File: src/core/msc_pkg.sv
package msc_pkg;
	// Management map
	localparam logic [7:0] DEV_ADDR_LOWER  = 8'ha0;
	localparam logic [7:0] OFS_STATUS      = 8'h02;
	localparam logic [7:0] OFS_FLAG_FIRST  = 8'h03;
	localparam logic [7:0] OFS_FLAG_LAST   = 8'h15;
	localparam logic [7:0] OFS_POWER_CTRL  = 8'h5d;
	localparam logic [7:0] OFS_POWER_CLASS = 8'h81;
	// Field positions
	localparam int BIT_NOT_READY  = 0;
	localparam int BIT_PWR_OVRD   = 0;
	localparam int BIT_PWR_SET    = 1;
	localparam int BIT_CLASS_LSB  = 6;
	// Reset values and class codes
	localparam logic [1:0] PWR_CTRL_RST  = 2'h0;
	localparam logic [2:0] PIN_BIAS_RST  = 3'h7;
	localparam logic [1:0] CLASS_DEFAULT = 2'h0;
	localparam logic [1:0] CLASS_LOW     = 2'h0;
	// Timing
	localparam int CLK_HZ          = 20000000;
	localparam int T_RESET_INIT_NS = 10000;
	localparam int T_INIT_US       = 2000;
	localparam int RESET_MIN_CYC   =
		(T_RESET_INIT_NS * (CLK_HZ / 1000000) + 999) / 1000;
	localparam int INIT_CYC        = T_INIT_US * (CLK_HZ / 1000000);

	typedef enum logic [1:0] {
		ST_INIT  = 2'b00,
		ST_READY = 2'b01,
		ST_HOLD  = 2'b11
	} msc_state_e;

	typedef struct packed {
		logic       we;
		logic [7:0] dev;
		logic [7:0] addr;
		logic [7:0] wdata;
	} msc_req_s;

	typedef struct packed {
		logic       override;
		logic       set;
	} msc_pwr_s;
endpackage : msc_pkg

File: src/core/msc_sideband.sv
`timescale 1ns/1ps
`default_nettype none
module msc_sideband #(
	parameter int         INIT_CYCLES = msc_pkg::INIT_CYC,
	parameter logic [1:0] POWER_CLASS = msc_pkg::CLASS_DEFAULT
) (
	input  wire logic            i_sys_clk,
	input  wire logic            i_rst_n,
	input  wire logic            i_module_select_n,
	input  wire logic            i_module_reset_n,
	input  wire logic            i_low_power_request,
	input  wire logic            i_mgmt_valid,
	input  wire msc_pkg::msc_req_s i_mgmt_req,
	output logic                 o_mgmt_enable,
	output logic                 o_mgmt_ack,
	output logic [7:0]           o_mgmt_rdata,
	output logic [2:0]           o_pin_bias_en,
	output logic                 o_attention_n,
	output logic                 o_presence_n,
	output logic                 o_low_power,
	output logic                 o_tx_enable,
	output logic                 o_rx_enable,
	output logic                 o_init_busy
);
	localparam int CNT_W = $clog2(INIT_CYCLES + 1);
	localparam int RST_W = $clog2(msc_pkg::RESET_MIN_CYC + 1);
	localparam logic [CNT_W-1:0] INIT_LAST = CNT_W'(INIT_CYCLES - 1);
	localparam logic [RST_W-1:0] RST_MIN   =
		RST_W'(msc_pkg::RESET_MIN_CYC);

	logic [2:0]        pin_s1_q;
	logic [2:0]        pin_s2_q;
	logic              sel_s;
	logic              rst_pin_s;
	logic              lp_pin_s;
	msc_pkg::msc_state_e state_q;
	logic [CNT_W-1:0]  init_cnt_q;
	logic [RST_W-1:0]  low_cnt_q;
	logic              not_ready_q;
	logic              armed_q;
	logic              restart_q;
	logic              seq_busy;
	msc_pkg::msc_pwr_s pwr_q;
	logic              taken;
	logic              lower_page;
	logic              rd_status;
	logic              rd_flag;
	logic              low_power_d;
	logic              restrict_d;
	logic [7:0]        rdata_d;

	// Pin order: select, reset, low-power request
	always_ff @(posedge i_sys_clk or negedge i_rst_n) begin
		if (!i_rst_n) begin
			pin_s1_q <= msc_pkg::PIN_BIAS_RST;
			pin_s2_q <= msc_pkg::PIN_BIAS_RST;
		end else begin
			pin_s1_q <= {i_module_select_n, i_module_reset_n,
				i_low_power_request};
			pin_s2_q <= pin_s1_q;
		end
	end

	assign sel_s     = ~pin_s2_q[2];
	assign rst_pin_s = pin_s2_q[1];
	assign lp_pin_s  = pin_s2_q[0];

	// Pull-ups are analog; the pad ring takes these enables
	always_ff @(posedge i_sys_clk or negedge i_rst_n) begin
		if (!i_rst_n) begin
			o_pin_bias_en <= msc_pkg::PIN_BIAS_RST;
			o_presence_n  <= 1'b0;
		end else begin
			o_pin_bias_en <= msc_pkg::PIN_BIAS_RST;
			o_presence_n  <= 1'b0;
		end
	end

	// Reset sequencer; power-up enters init directly
	always_ff @(posedge i_sys_clk or negedge i_rst_n) begin
		if (!i_rst_n) begin
			state_q    <= msc_pkg::ST_INIT;
			init_cnt_q <= '0;
			low_cnt_q  <= '0;
			restart_q  <= 1'b0;
		end else begin
			unique case (state_q)
				msc_pkg::ST_INIT: begin
					if (!rst_pin_s) begin
						state_q   <= msc_pkg::ST_HOLD;
						low_cnt_q <= RST_W'(1);
						restart_q <= 1'b1;
					end else if (init_cnt_q == INIT_LAST) begin
						state_q <= msc_pkg::ST_READY;
					end else begin
						init_cnt_q <= init_cnt_q + CNT_W'(1);
					end
				end
				msc_pkg::ST_READY: begin
					if (!rst_pin_s) begin
						state_q   <= msc_pkg::ST_HOLD;
						low_cnt_q <= RST_W'(1);
						restart_q <= 1'b0;
					end
				end
				msc_pkg::ST_HOLD: begin
					if (rst_pin_s) begin
						// Short glitches are not a reset, except during init
						state_q    <= (low_cnt_q > RST_MIN || restart_q) ?
							msc_pkg::ST_INIT : msc_pkg::ST_READY;
						init_cnt_q <= '0;
					end else if (low_cnt_q <= RST_MIN) begin
						low_cnt_q <= low_cnt_q + RST_W'(1);
					end
				end
			endcase
		end
	end

	always_ff @(posedge i_sys_clk or negedge i_rst_n) begin
		if (!i_rst_n) begin
			o_init_busy <= 1'b1;
		end else begin
			o_init_busy <= (state_q != msc_pkg::ST_READY);
		end
	end

	// Management access, gated by select only, never by power mode
	assign taken      = i_mgmt_valid && sel_s;
	assign lower_page = (i_mgmt_req.dev == msc_pkg::DEV_ADDR_LOWER);
	assign rd_status  = taken && !i_mgmt_req.we && lower_page &&
		(i_mgmt_req.addr == msc_pkg::OFS_STATUS);
	assign rd_flag    = taken && !i_mgmt_req.we && lower_page &&
		(i_mgmt_req.addr >= msc_pkg::OFS_FLAG_FIRST) &&
		(i_mgmt_req.addr <= msc_pkg::OFS_FLAG_LAST);

	always_ff @(posedge i_sys_clk or negedge i_rst_n) begin
		if (!i_rst_n) begin
			o_mgmt_enable <= 1'b0;
		end else begin
			o_mgmt_enable <= sel_s;
		end
	end

	always_comb begin
		rdata_d = 8'h00;
		if (lower_page) begin
			unique case (i_mgmt_req.addr)
				msc_pkg::OFS_STATUS:
					rdata_d[msc_pkg::BIT_NOT_READY] = not_ready_q;
				msc_pkg::OFS_POWER_CTRL: begin
					rdata_d[msc_pkg::BIT_PWR_OVRD] = pwr_q.override;
					rdata_d[msc_pkg::BIT_PWR_SET]  = pwr_q.set;
				end
				msc_pkg::OFS_POWER_CLASS:
					rdata_d[msc_pkg::BIT_CLASS_LSB +: 2] = POWER_CLASS;
				default: rdata_d = 8'h00;
			endcase
		end
	end

	always_ff @(posedge i_sys_clk or negedge i_rst_n) begin
		if (!i_rst_n) begin
			o_mgmt_ack   <= 1'b0;
			o_mgmt_rdata <= 8'h00;
		end else begin
			o_mgmt_ack   <= taken;
			if (taken && !i_mgmt_req.we) begin
				o_mgmt_rdata <= rdata_d;
			end
		end
	end

	// User settings; a full reset wins over a host write
	always_ff @(posedge i_sys_clk or negedge i_rst_n) begin
		if (!i_rst_n) begin
			pwr_q <= msc_pkg::PWR_CTRL_RST;
		end else if (state_q == msc_pkg::ST_HOLD && low_cnt_q > RST_MIN) begin
			pwr_q <= msc_pkg::PWR_CTRL_RST;
		end else if (taken && i_mgmt_req.we && lower_page &&
			i_mgmt_req.addr == msc_pkg::OFS_POWER_CTRL) begin
			pwr_q.override <= i_mgmt_req.wdata[msc_pkg::BIT_PWR_OVRD];
			pwr_q.set      <= i_mgmt_req.wdata[msc_pkg::BIT_PWR_SET];
		end
	end

	// Power decision and path restriction
	assign low_power_d = pwr_q.override ? pwr_q.set : lp_pin_s;
	assign restrict_d  = low_power_d && (POWER_CLASS != msc_pkg::CLASS_LOW);

	always_ff @(posedge i_sys_clk or negedge i_rst_n) begin
		if (!i_rst_n) begin
			o_low_power <= 1'b1;
			o_tx_enable <= 1'b0;
			o_rx_enable <= 1'b0;
		end else begin
			o_low_power <= low_power_d;
			o_tx_enable <= !restrict_d;
			o_rx_enable <= !restrict_d;
		end
	end

	// A short reset glitch must not repeat the completion interrupt
	assign seq_busy = (state_q == msc_pkg::ST_INIT) ||
		(state_q == msc_pkg::ST_HOLD && (low_cnt_q > RST_MIN || restart_q));

	// Completion interrupt, independent of the power mode
	always_ff @(posedge i_sys_clk or negedge i_rst_n) begin
		if (!i_rst_n) begin
			not_ready_q   <= 1'b1;
			o_attention_n <= 1'b1;
			armed_q       <= 1'b0;
		end else if (seq_busy) begin
			not_ready_q   <= 1'b1;
			o_attention_n <= 1'b1;
			armed_q       <= 1'b0;
		end else if (not_ready_q) begin
			not_ready_q   <= 1'b0;
			o_attention_n <= 1'b0;
		end else begin
			if (rd_status) begin
				armed_q <= 1'b1;
			end
			if (armed_q && rd_flag) begin
				o_attention_n <= 1'b1;
				armed_q       <= 1'b0;
			end
		end
	end
endmodule : msc_sideband
`default_nettype wire

File: config.mk
export PLATFORM = sky130hd
export DESIGN_NAME = msc_sideband
export DESIGN_NICKNAME = d
export VERILOG_FILES = /design/src/core/msc_pkg.sv /design/src/core/msc_sideband.sv
export SDC_FILE = /design/constraint.sdc
export NUM_CORES = 1
export LEC_CHECK = 0
export ABC_AREA = 1
export BUFFER_PORTS_ARGS = -buffer_cell sky130_fd_sc_hd__buf_2
export CORE_MARGIN = 4
export CORE_UTILIZATION = 45
export CTS_CLUSTER_SIZE = 30
export DETAILED_ROUTE_END_ITERATION = 8
export PLACE_DENSITY = 0.63
export SLEW_MARGIN = 10
export SYNTH_ARGS = -nofsm -noshare
export SYNTH_HDL_FRONTEND = slang
export SYNTH_SLANG_ARGS = --single-unit
File: constraint.sdc
create_clock -name i_sys_clk -period 1.9 [get_ports i_sys_clk]
set_input_delay 0.095 -clock i_sys_clk [delete_from_list [all_inputs] [get_ports i_sys_clk]]
set_output_delay 0.095 -clock i_sys_clk [all_outputs]
set_load 0.02 [all_outputs]
======== Yosys cells after proc, flatten, opt, wreduce, memory -nomap -nowiden ========
Cells that the tools add are included.
word-level totals
  register bits ........................... 51
  input port bits ......................... 31
  logic and storage cells ................. 99
operators by class
  equal/unequal tests ..................... 17
  muxes and demuxes ....................... 31
  add/subtract/negate cells ............... 2
  bitwise gates (word level) .............. 1
  reduce and logical (&&, ||, !) cells .... 27
  magnitude comparators ................... 4
operator list
  cell                                                   number
  2-to-1 mux 16 bit                                      3
  one-hot mux 16 bit (2 select lines)                    1
  2-to-1 mux 8 bit                                       3
  adder 16 x 1 -> 16 bit (second input constant)         1
  == test 16 bit (second input constant)                 1
  != test 2 bit (second input constant)                  8
  one-hot mux 8 bit (2 select lines)                     1
  2-to-1 mux 2 bit                                       7
  2-to-1 mux 1 bit                                       13
  logical AND 1 bit                                      12
  AND reduction 3 bit                                    3
  adder 8 x 1 -> 8 bit (second input constant)           1
  == test 8 x 2 -> 1 bit (second input constant)         1
  == test 8 x 7 -> 1 bit (second input constant)         1
  == test 8 bit (second input constant)                  1
  >= comparator 8 x 2 -> 1 bit (second input constant)   1
  greater-than comparator 8 bit (second input constant)  1
  <= comparator 8 x 5 -> 1 bit (second input constant)   1
  <= comparator 8 bit (second input constant)            1
  one-hot mux 2 bit (3 select lines)                     1
  nonzero test 2 bit                                     3
  nonzero test 3 bit                                     2
  != test 2 x 1 -> 1 bit (second input constant)         2
  one-hot mux 1 bit (2 select lines)                     2
  other kinds (10)                                       11

======== Depth between registers and ports, before layout ========
Gate-level depths: netlist of run 1.
  word-level depth ........................ 10
  mapped depth ............................ 10
  gate-level depth less buffers ........... 10

======== Worst setup path before layout of run 1 ========
Ideal clock, no wire load.
  kind .................................... register to register
  start point ............................. register init_cnt_q[0]
  end point ............................... register init_cnt_q[2]
  stages on the path, launching flop included .. 9
  arrival time ............................ 1,276 ps
  data required time ...................... 1,774 ps
  path buffers ............................ 1
  slack ................................... 498 ps
  library setup time ...................... 126 ps
  cell sequence ........................... dfrtp_1 -> ha_1 -> nand3_1 -> nor2_1 -> nand3_1 -> nand3_4 -> buf_6 -> nand2_1 -> o21ai_0
between the ends
  longest elaborated chain between the ends .. 4
ends and longest elaborated chain
  element                              line                text
  start, declared                      msc_sideband.sv:37  logic [CNT_W-1:0] init_cnt_q;
  start signal, assigned               msc_sideband.sv:96  init_cnt_q <= init_cnt_q + CNT_W'(1);
  adder 16 x 1 -> 16 bit               msc_sideband.sv:96
  2-to-1 mux 16 bit                    msc_sideband.sv:93  end else if (init_cnt_q == INIT_LAST) begin
  2-to-1 mux 16 bit                    msc_sideband.sv:89  if (!rst_pin_s) begin
  one-hot mux 16 bit (2 select lines)  msc_sideband.sv:87  unique case (state_q)
Parallel ways exist; a longest one is shown, timed or not. The select of a mux whose other input is x is not followed.
A chain may end at the register's enable or synchronous reset.

======== Final worst setup path of run 1 ========
  start point ............................. register init_cnt_q[0]
  end point ............................... register init_cnt_q[0]
The elaborated chain is that of the path after synthesis.

==> run_results.csv, run 1 <==
group,metric,value,unit
outcome,run_status,"complete, no violations",
sta,fmax,595,MHz
hold_path,hp-start,"i_mgmt_valid",
global_routing,grt_util_all_layers,16.3,%
yosys,ys_seq_area_share,42.0,%
route,dr.pass1.iters,4,
critical_path,r2r_slack,0.22,ns
pwr,ir_worst_vdd,376,µV
cells_and_area,drive_gt1_share,15.8,%
critical_path,end_kind,"flip-flop",
global_routing,grt_max_degree,46,
floorplanning,die_x,85.6,µm
cells_and_area,fin_nets,464,
yosys,ys_warn_count,0,
placement,io_buffers,33,
sta,report.final.slew_viol_count,0,
sta,finalCriticalPeriod,1.68,ns
clock_tree,holdBufCountCts,4,
floorplanning,core,5890,µm²
clock_tree,cts_htree_levels,2,
global_routing,antenna_found_initial,0,
sta,hold_viol_final,0,
route,antenna_left,0,
pwr,netSwitchingPower,0.000537,W
floorplanning,die_h,85.6,µm
pwr,leakage,1.55,nW
yosys,async_flop_share,100,%
critical_path,reg2reg_to,"init_cnt_q[0]",
cells_and_area,seqCellArea,1140,µm²
floorplanning,dieArea,7330,µm²
placement,globalplace.congestion,0.857,
yosys,syn_inst,386,
route,wl_per_cell,11.2,µm
route,vias,2365,
pwr,p_int,0.00136,W
pwr,swShare,28.3,%
yosys,synth_top_flop_cell,"dfrtp_1",
sta,setup_viol,0,
placement,post-dp-hpwl,4270,µm
sta,worst_pin_slew,0.570,ns
critical_path,cp.required,2.09,ns
clock_tree,clock-sinks,45,
yosys,ys_ff_latch,45,
yosys,synthesis.area,2710,µm²
pwr,p_clk_share,32.2,%
route,drt_iter0_markers,114,
cells_and_area,multi_input_area,1290,µm²
clock_tree,cts.clk_slew.worst_paths,0.09,ns
clock_tree,clock_latency,0.30,ns
clock_tree,cts_resized,0,
yosys,synth_most_common_cell,"nand2_1",
cells_and_area,areaGrowthSynthToFinish,13.5,%
clock_tree,clockRootBuffer,"clkbuf_8",
critical_path,arrival,1.87,ns
yosys,synth_top_area_cell,"dfrtp_1",
clock_tree,cts_tree,"built",
clock_tree,cts_setup_buffers,0,
critical_path,setup.worst_path.start_class,"flip-flop",
critical_path,r2r_cells,8,
yosys,ys_top_cells_by_area,"dfrtp_1 (32%), nand2_1 (15%), dfstp_2 (9.7%)",
yosys,synth_common_cells,"nand2_1 (109), nor2_1 (57), inv_1 (53), nand3_1 (40), dfrtp_1 (35)",
critical_path,worstPathMaxFanout,7,
route,drc,0,
sta,holdWs,0.0220,ns
critical_path,worstSetupPathType,"reg2reg",
yosys,postSynthAreaPerCell,7.02,µm²
cells_and_area,nFillCells,588,
floorplanning,num_rows,28,
sta,fin_crit_sh,88.4,%
critical_path,r2r-start,"init_cnt_q[0]",
floorplanning,initial_core_util,46.0,%
hold_path,min_to,"o_mgmt_ack",
yosys,synth_edf_count,0,
clock_tree,numCtsBuffers,5,
cells_and_area,antenna_cells,0,
yosys,ys_types,31,
hold_path,min_path_type,"in2reg",
sta,rsz0062_at_grt,"no",
sta,finalClockSkew,0.00710,ns
hold_path,hold_depth,3,
route,wl,5670,µm
floorplanning,ios,50,
run,max_cap_violations,0,
pwr,powerDensity,616,nW/µm²
sta,fin_tns_setup,0,ns
clock_tree,clk_path_buf_depth,2,
yosys,synth_top_area_share,32.3,%
pwr,p_seq_share,54.6,%
pwr,p_comb_share,13.2,%
global_routing,grt_first_pass_wirelength,9710,µm
global_routing,first_global_vias,2189,
sta,maxSlewHeadroom,62.0,%
global_routing,grt_overflow,0,
route,viasPerCell,4.67,
placed cells by master (no fill, tap or decap), drive strengths merged, types with 5 or more instances in the layout:
cell type,n
clkbuf,5
nand4,12
nand2,113
dfstp,10
o21ai,25
inv,55
conb,11
buf,39
nand3,41
nor3,5
nor2,58
dfrtp,35
stage by stage:
step	utilization (%)	setup WS [ns]	area (µm²)	power (W)	cells
3_5_place_dp	50.1	0.243	2950	0.00130	494
3_3_place_gp	50.1	0.266	2950	0.00129	494
4_1_cts	52.3	0.224	3080	0.00192	506
2_1_floorplan	-	0.498	2740	0.00121	395
6_report	52.3	0.220	3080	0.00190	506
5_1_grt	52.3	0.0517	3080	0.00199	506
worst max-delay path by stage:
stage | cells after the start | startpoint | endpoint
6_report | 8 | init_cnt_q[0] | init_cnt_q[0]
5_1_grt | 8 | init_cnt_q[0] | init_cnt_q[0]
4_1_cts | 8 | init_cnt_q[0] | init_cnt_q[0]
3_5_place_dp | 8 | init_cnt_q[0] | init_cnt_q[0]
3_3_place_gp | 8 | init_cnt_q[0] | init_cnt_q[0]
2_1_floorplan | 8 | init_cnt_q[0] | init_cnt_q[2]
worst max-delay path: stages, from the launching register on:
cell     delay (ns)
dfrtp_1        0.46
ha_1           0.28
inv_1          0.10
nor3_2         0.26
nand3_1        0.15
nand2_1        0.13
nand2_1        0.05
o21ai_0        0.07
inv_1          0.06
per-layer routing:
layer	wire (µm)	vias to the layer above	track usage [%]
met5	0	-	0
met4	72	0	4.75
met3	184	7	3.27
met2	2660	33	26.1
met1	2760	1048	22.4
li1	-	1277	-
sequential cells by signal, summed over array words and instances, names as in the netlist, 2 cells and up:
name and count:
init_cnt_q 16, low_cnt_q 8, pin_s1_q 3, pin_s2_q 3, o_mgmt_rdata 2, pwr_q 2
state_q 2
power groups by stage:
stage | logic [W] | registers, W | clock network, W
3_5_place_dp | 0.000245 | 0.00105 | 0
3_3_place_gp | 0.000242 | 0.00105 | 0
5_1_grt | 0.000283 | 0.00104 | 0.000665
4_1_cts | 0.000254 | 0.00104 | 0.000633
2_1_floorplan | 0.000143 | 0.00107 | 0
6_report | 0.000250 | 0.00104 | 0.000610
final cells by class:
| class | instances | share of cell area, % |
|---|---|---|
| clock buffers | 5 | 2.24 |
| inverters | 54 | 6.59 |
| multi-input cells | 281 | 41.9 |
| well taps | 75 | 3.05 |
| repair buffers | 43 | 8.54 |
| flip-flops and latches | 45 | 37.0 |
| clock inverters | 3 | 0.691 |
cell families after synthesis:
family,synth area share (%)
muxes,0.415
other,0.277
adders and majority gates,1.39
xor gates and xnor gates,1.62
and+or+nand+nor,37.0
AOI/OAI and AO/OA,5.63
buffers and inverters,11.7
DFF,42.0
Note: power is estimated with default switching activity, not from simulation.
==> inputs of run 2 (changes only) <==
- CORE_ASPECT_RATIO: unset -> 0.7
==> run 2 against run 1 <==
Net effect: cell count did not move; register-to-register slack worse by 0.07 ns; non-clock buffer count stayed put; wire length rose by 0.97%; flip-flop and latch count is the same; die area rose by 0.27%; clock-buffer cell count is the same; setup slack lost 0.065 ns; global-route usage rose by 0.86 points; sequential power about the same; worst hold slack better by 0.013 ns; largest cell class unchanged; largest power group unchanged.
==> run_results.csv, run 2 (synthesis gave the netlist of run 1 again) <==
group,metric,value,unit
placement,place_ws,0.215,ns
global_routing,grt_first_pass_wirelength,10200,µm
critical_path,cp_num_buf_inv,2,
floorplanning,die_h,72.9,µm
sta,worst_slack,0.154,ns
sta,fin_crit_sh,91.9,%
sta,fin_tns_setup,0,ns
critical_path,worstPathMaxFanout,7,
cells_and_area,nFillCells,550,
global_routing,use_met3,3.53,%
floorplanning,die_x,101,µm
critical_path,r2r_slack,0.15,ns
clock_tree,cts.clk_slew.worst_paths,0.09,ns
placement,io_buffers,33,
global_routing,first_global_vias,2226,
critical_path,r2r_cells,8,
critical_path,end_kind,"flip-flop",
outcome,run_status,"complete, no violations",
pwr,total_power,0.00188,W
sta,hold_viol_final,0,
cells_and_area,top_regs,"init_cnt_q (16), low_cnt_q (8)",
global_routing,use_met2,24.0,%
clock_tree,numCtsBuffers,5,
cells_and_area,top_register,"init_cnt_q",
critical_path,critPathMaxStageDelay,0.46,ns
clock_tree,clk_path_buf_depth,2,
clock_tree,clockRootBuffer,"clkbuf_8",
cells_and_area,final_area,3070,µm²
critical_path,crit_chain,"ha_1 > inv_1 > nor3_2 > nand3_1 > nand2_1 > nand2_1 > o21ai_0 > inv_1",
run,max_cap_violations,0,
placement,globalplace.congestion,0.845,
critical_path,cp_slowest_cell,"dfrtp_1",
cells_and_area,antenna_cells,0,
sta,setup_viol,0,
sta,finalClockSkew,0.00877,ns
critical_path,cp.required,2.08,ns
clock_tree,cts_htree_levels,2,
cells_and_area,fin_nets,464,
hold_path,min_path_type,"in2reg",
route,wl_per_cell,11.3,µm
clock_tree,clock_latency,0.29,ns
floorplanning,core,5780,µm²
floorplanning,ios,50,
critical_path,cp_num_cells,8,
sta,fmax,573,MHz
clock_tree,cts_resized,0,
global_routing,grt_overflow,0,
critical_path,r2r-start,"init_cnt_q[0]",
floorplanning,dieArea,7350,µm²
cells_and_area,final_cells,506,
global_routing,grt_util_all_layers,17.2,%
sta,worst_pin_slew,0.588,ns
route,antenna_left,0,
cells_and_area,final_cell_mix,"nand2_1 (109), nor2_1 (57), inv_1 (53)",
placement,place_area,2930,µm²
sta,maxSlewHeadroom,60.8,%
pwr,ir_worst_vdd,377,µV
critical_path,crit_family,"simple AND/OR/NAND/NOR gates",
route,drt_iter0_markers,174,
floorplanning,num_rows,23,
cells_and_area,drive_gt1_share,15.8,%
pwr,powerDensity,614,nW/µm²
critical_path,reg2reg_to,"init_cnt_q[0]",
cells_and_area,areaGrowthSynthToFinish,13.2,%
clock_tree,clock-sinks,45,
placement,post-dp-hpwl,4480,µm
placement,dp.cells,494,
critical_path,arrival,1.93,ns
clock_tree,cts_tree,"built",
pwr,leakage,1.54,nW
route,vias,2369,
sta,report.final.slew_viol_count,0,
critical_path,crit_start,"init_cnt_q[0]",
route,dr.pass1.iters,4,
global_routing,grt_max_degree,29,
sta,finalCriticalPeriod,1.75,ns
route,viasPerCell,4.68,
critical_path,setup.worst_path.start_class,"flip-flop",
global_routing,gr-max-usage-layer,"met1",
route,wl,5730,µm
sta,rsz0062_at_grt,"no",
cells_and_area,final_common_cell,"nand2_1",
global_routing,antenna_found_initial,0,
cells_and_area,largest_reg_flops,16,
critical_path,critPathCapture,"init_cnt_q[0]",
floorplanning,initial_core_util,46.9,%
critical_path,worstSetupPathType,"reg2reg",
global_routing,met1_usage,27.8,%
route,drc,0,
[run 2: worst min-delay path by stage]
stage / from / end / cells after the start
3_5_place_dp: i_rst_n / low_cnt_q[0] / 1
6_report: i_mgmt_valid / o_mgmt_ack / 3
5_1_grt: i_mgmt_valid / o_mgmt_ack / 3
3_3_place_gp: i_rst_n / init_cnt_q[7] / 1
4_1_cts: i_mgmt_valid / o_mgmt_ack / 3
2_1_floorplan: i_rst_n / armed_q / 0
[run 2: metrics by stage]
stage / hold WS (ns) / utilization [%]
floorplan: -0.201 / -
global placement: 0.144 / 50.7
detailed placement: 0.137 / 50.7
CTS: 0.0309 / 53.0
global route: 0.0391 / 53.0
finish: 0.0347 / 53.0
[run 2: tightest hold or removal path: stages]
cell	delay (ns)
buf_2	0.08
nand2_1	0.07
inv_1	0.05
[run 2: layout make-up]
| cell class | count | area [µm²] | area share [%] |
|---|---|---|---|
| multi-input combinational | 281 | 1290 | 42.0 |
| timing repair buffer | 43 | 250 | 8.16 |
| clock inverter | 3 | 25.0 | 0.816 |
| sequential | 45 | 1140 | 37.1 |
| inverter | 54 | 203 | 6.61 |
| tap | 75 | 93.8 | 3.06 |
| clock buffer | 5 | 68.8 | 2.24 |
[run 2: routing by layer]
layer / share of wire (%) / vias up
li1: - / 1280
met1: 56 / 1049
met2: 39 / 38
met3: 4.8 / 2
met4: 0.17 / 0
met5: 0 / -
[run 2: timing repair]
item / 4_1_cts / 5_1_grt
buffers inserted: 0 / 0
hold buffers: 4 / 0
hold endpoints to repair: 25 / 0
[run 2: power by group]
group          switching (W)  total, W  internal [W]
Sequential         0.0000265   0.00104       0.00101
Clock               0.000339  0.000604      0.000266
Combinational       0.000158  0.000242     0.0000834
Total               0.000523   0.00188       0.00136
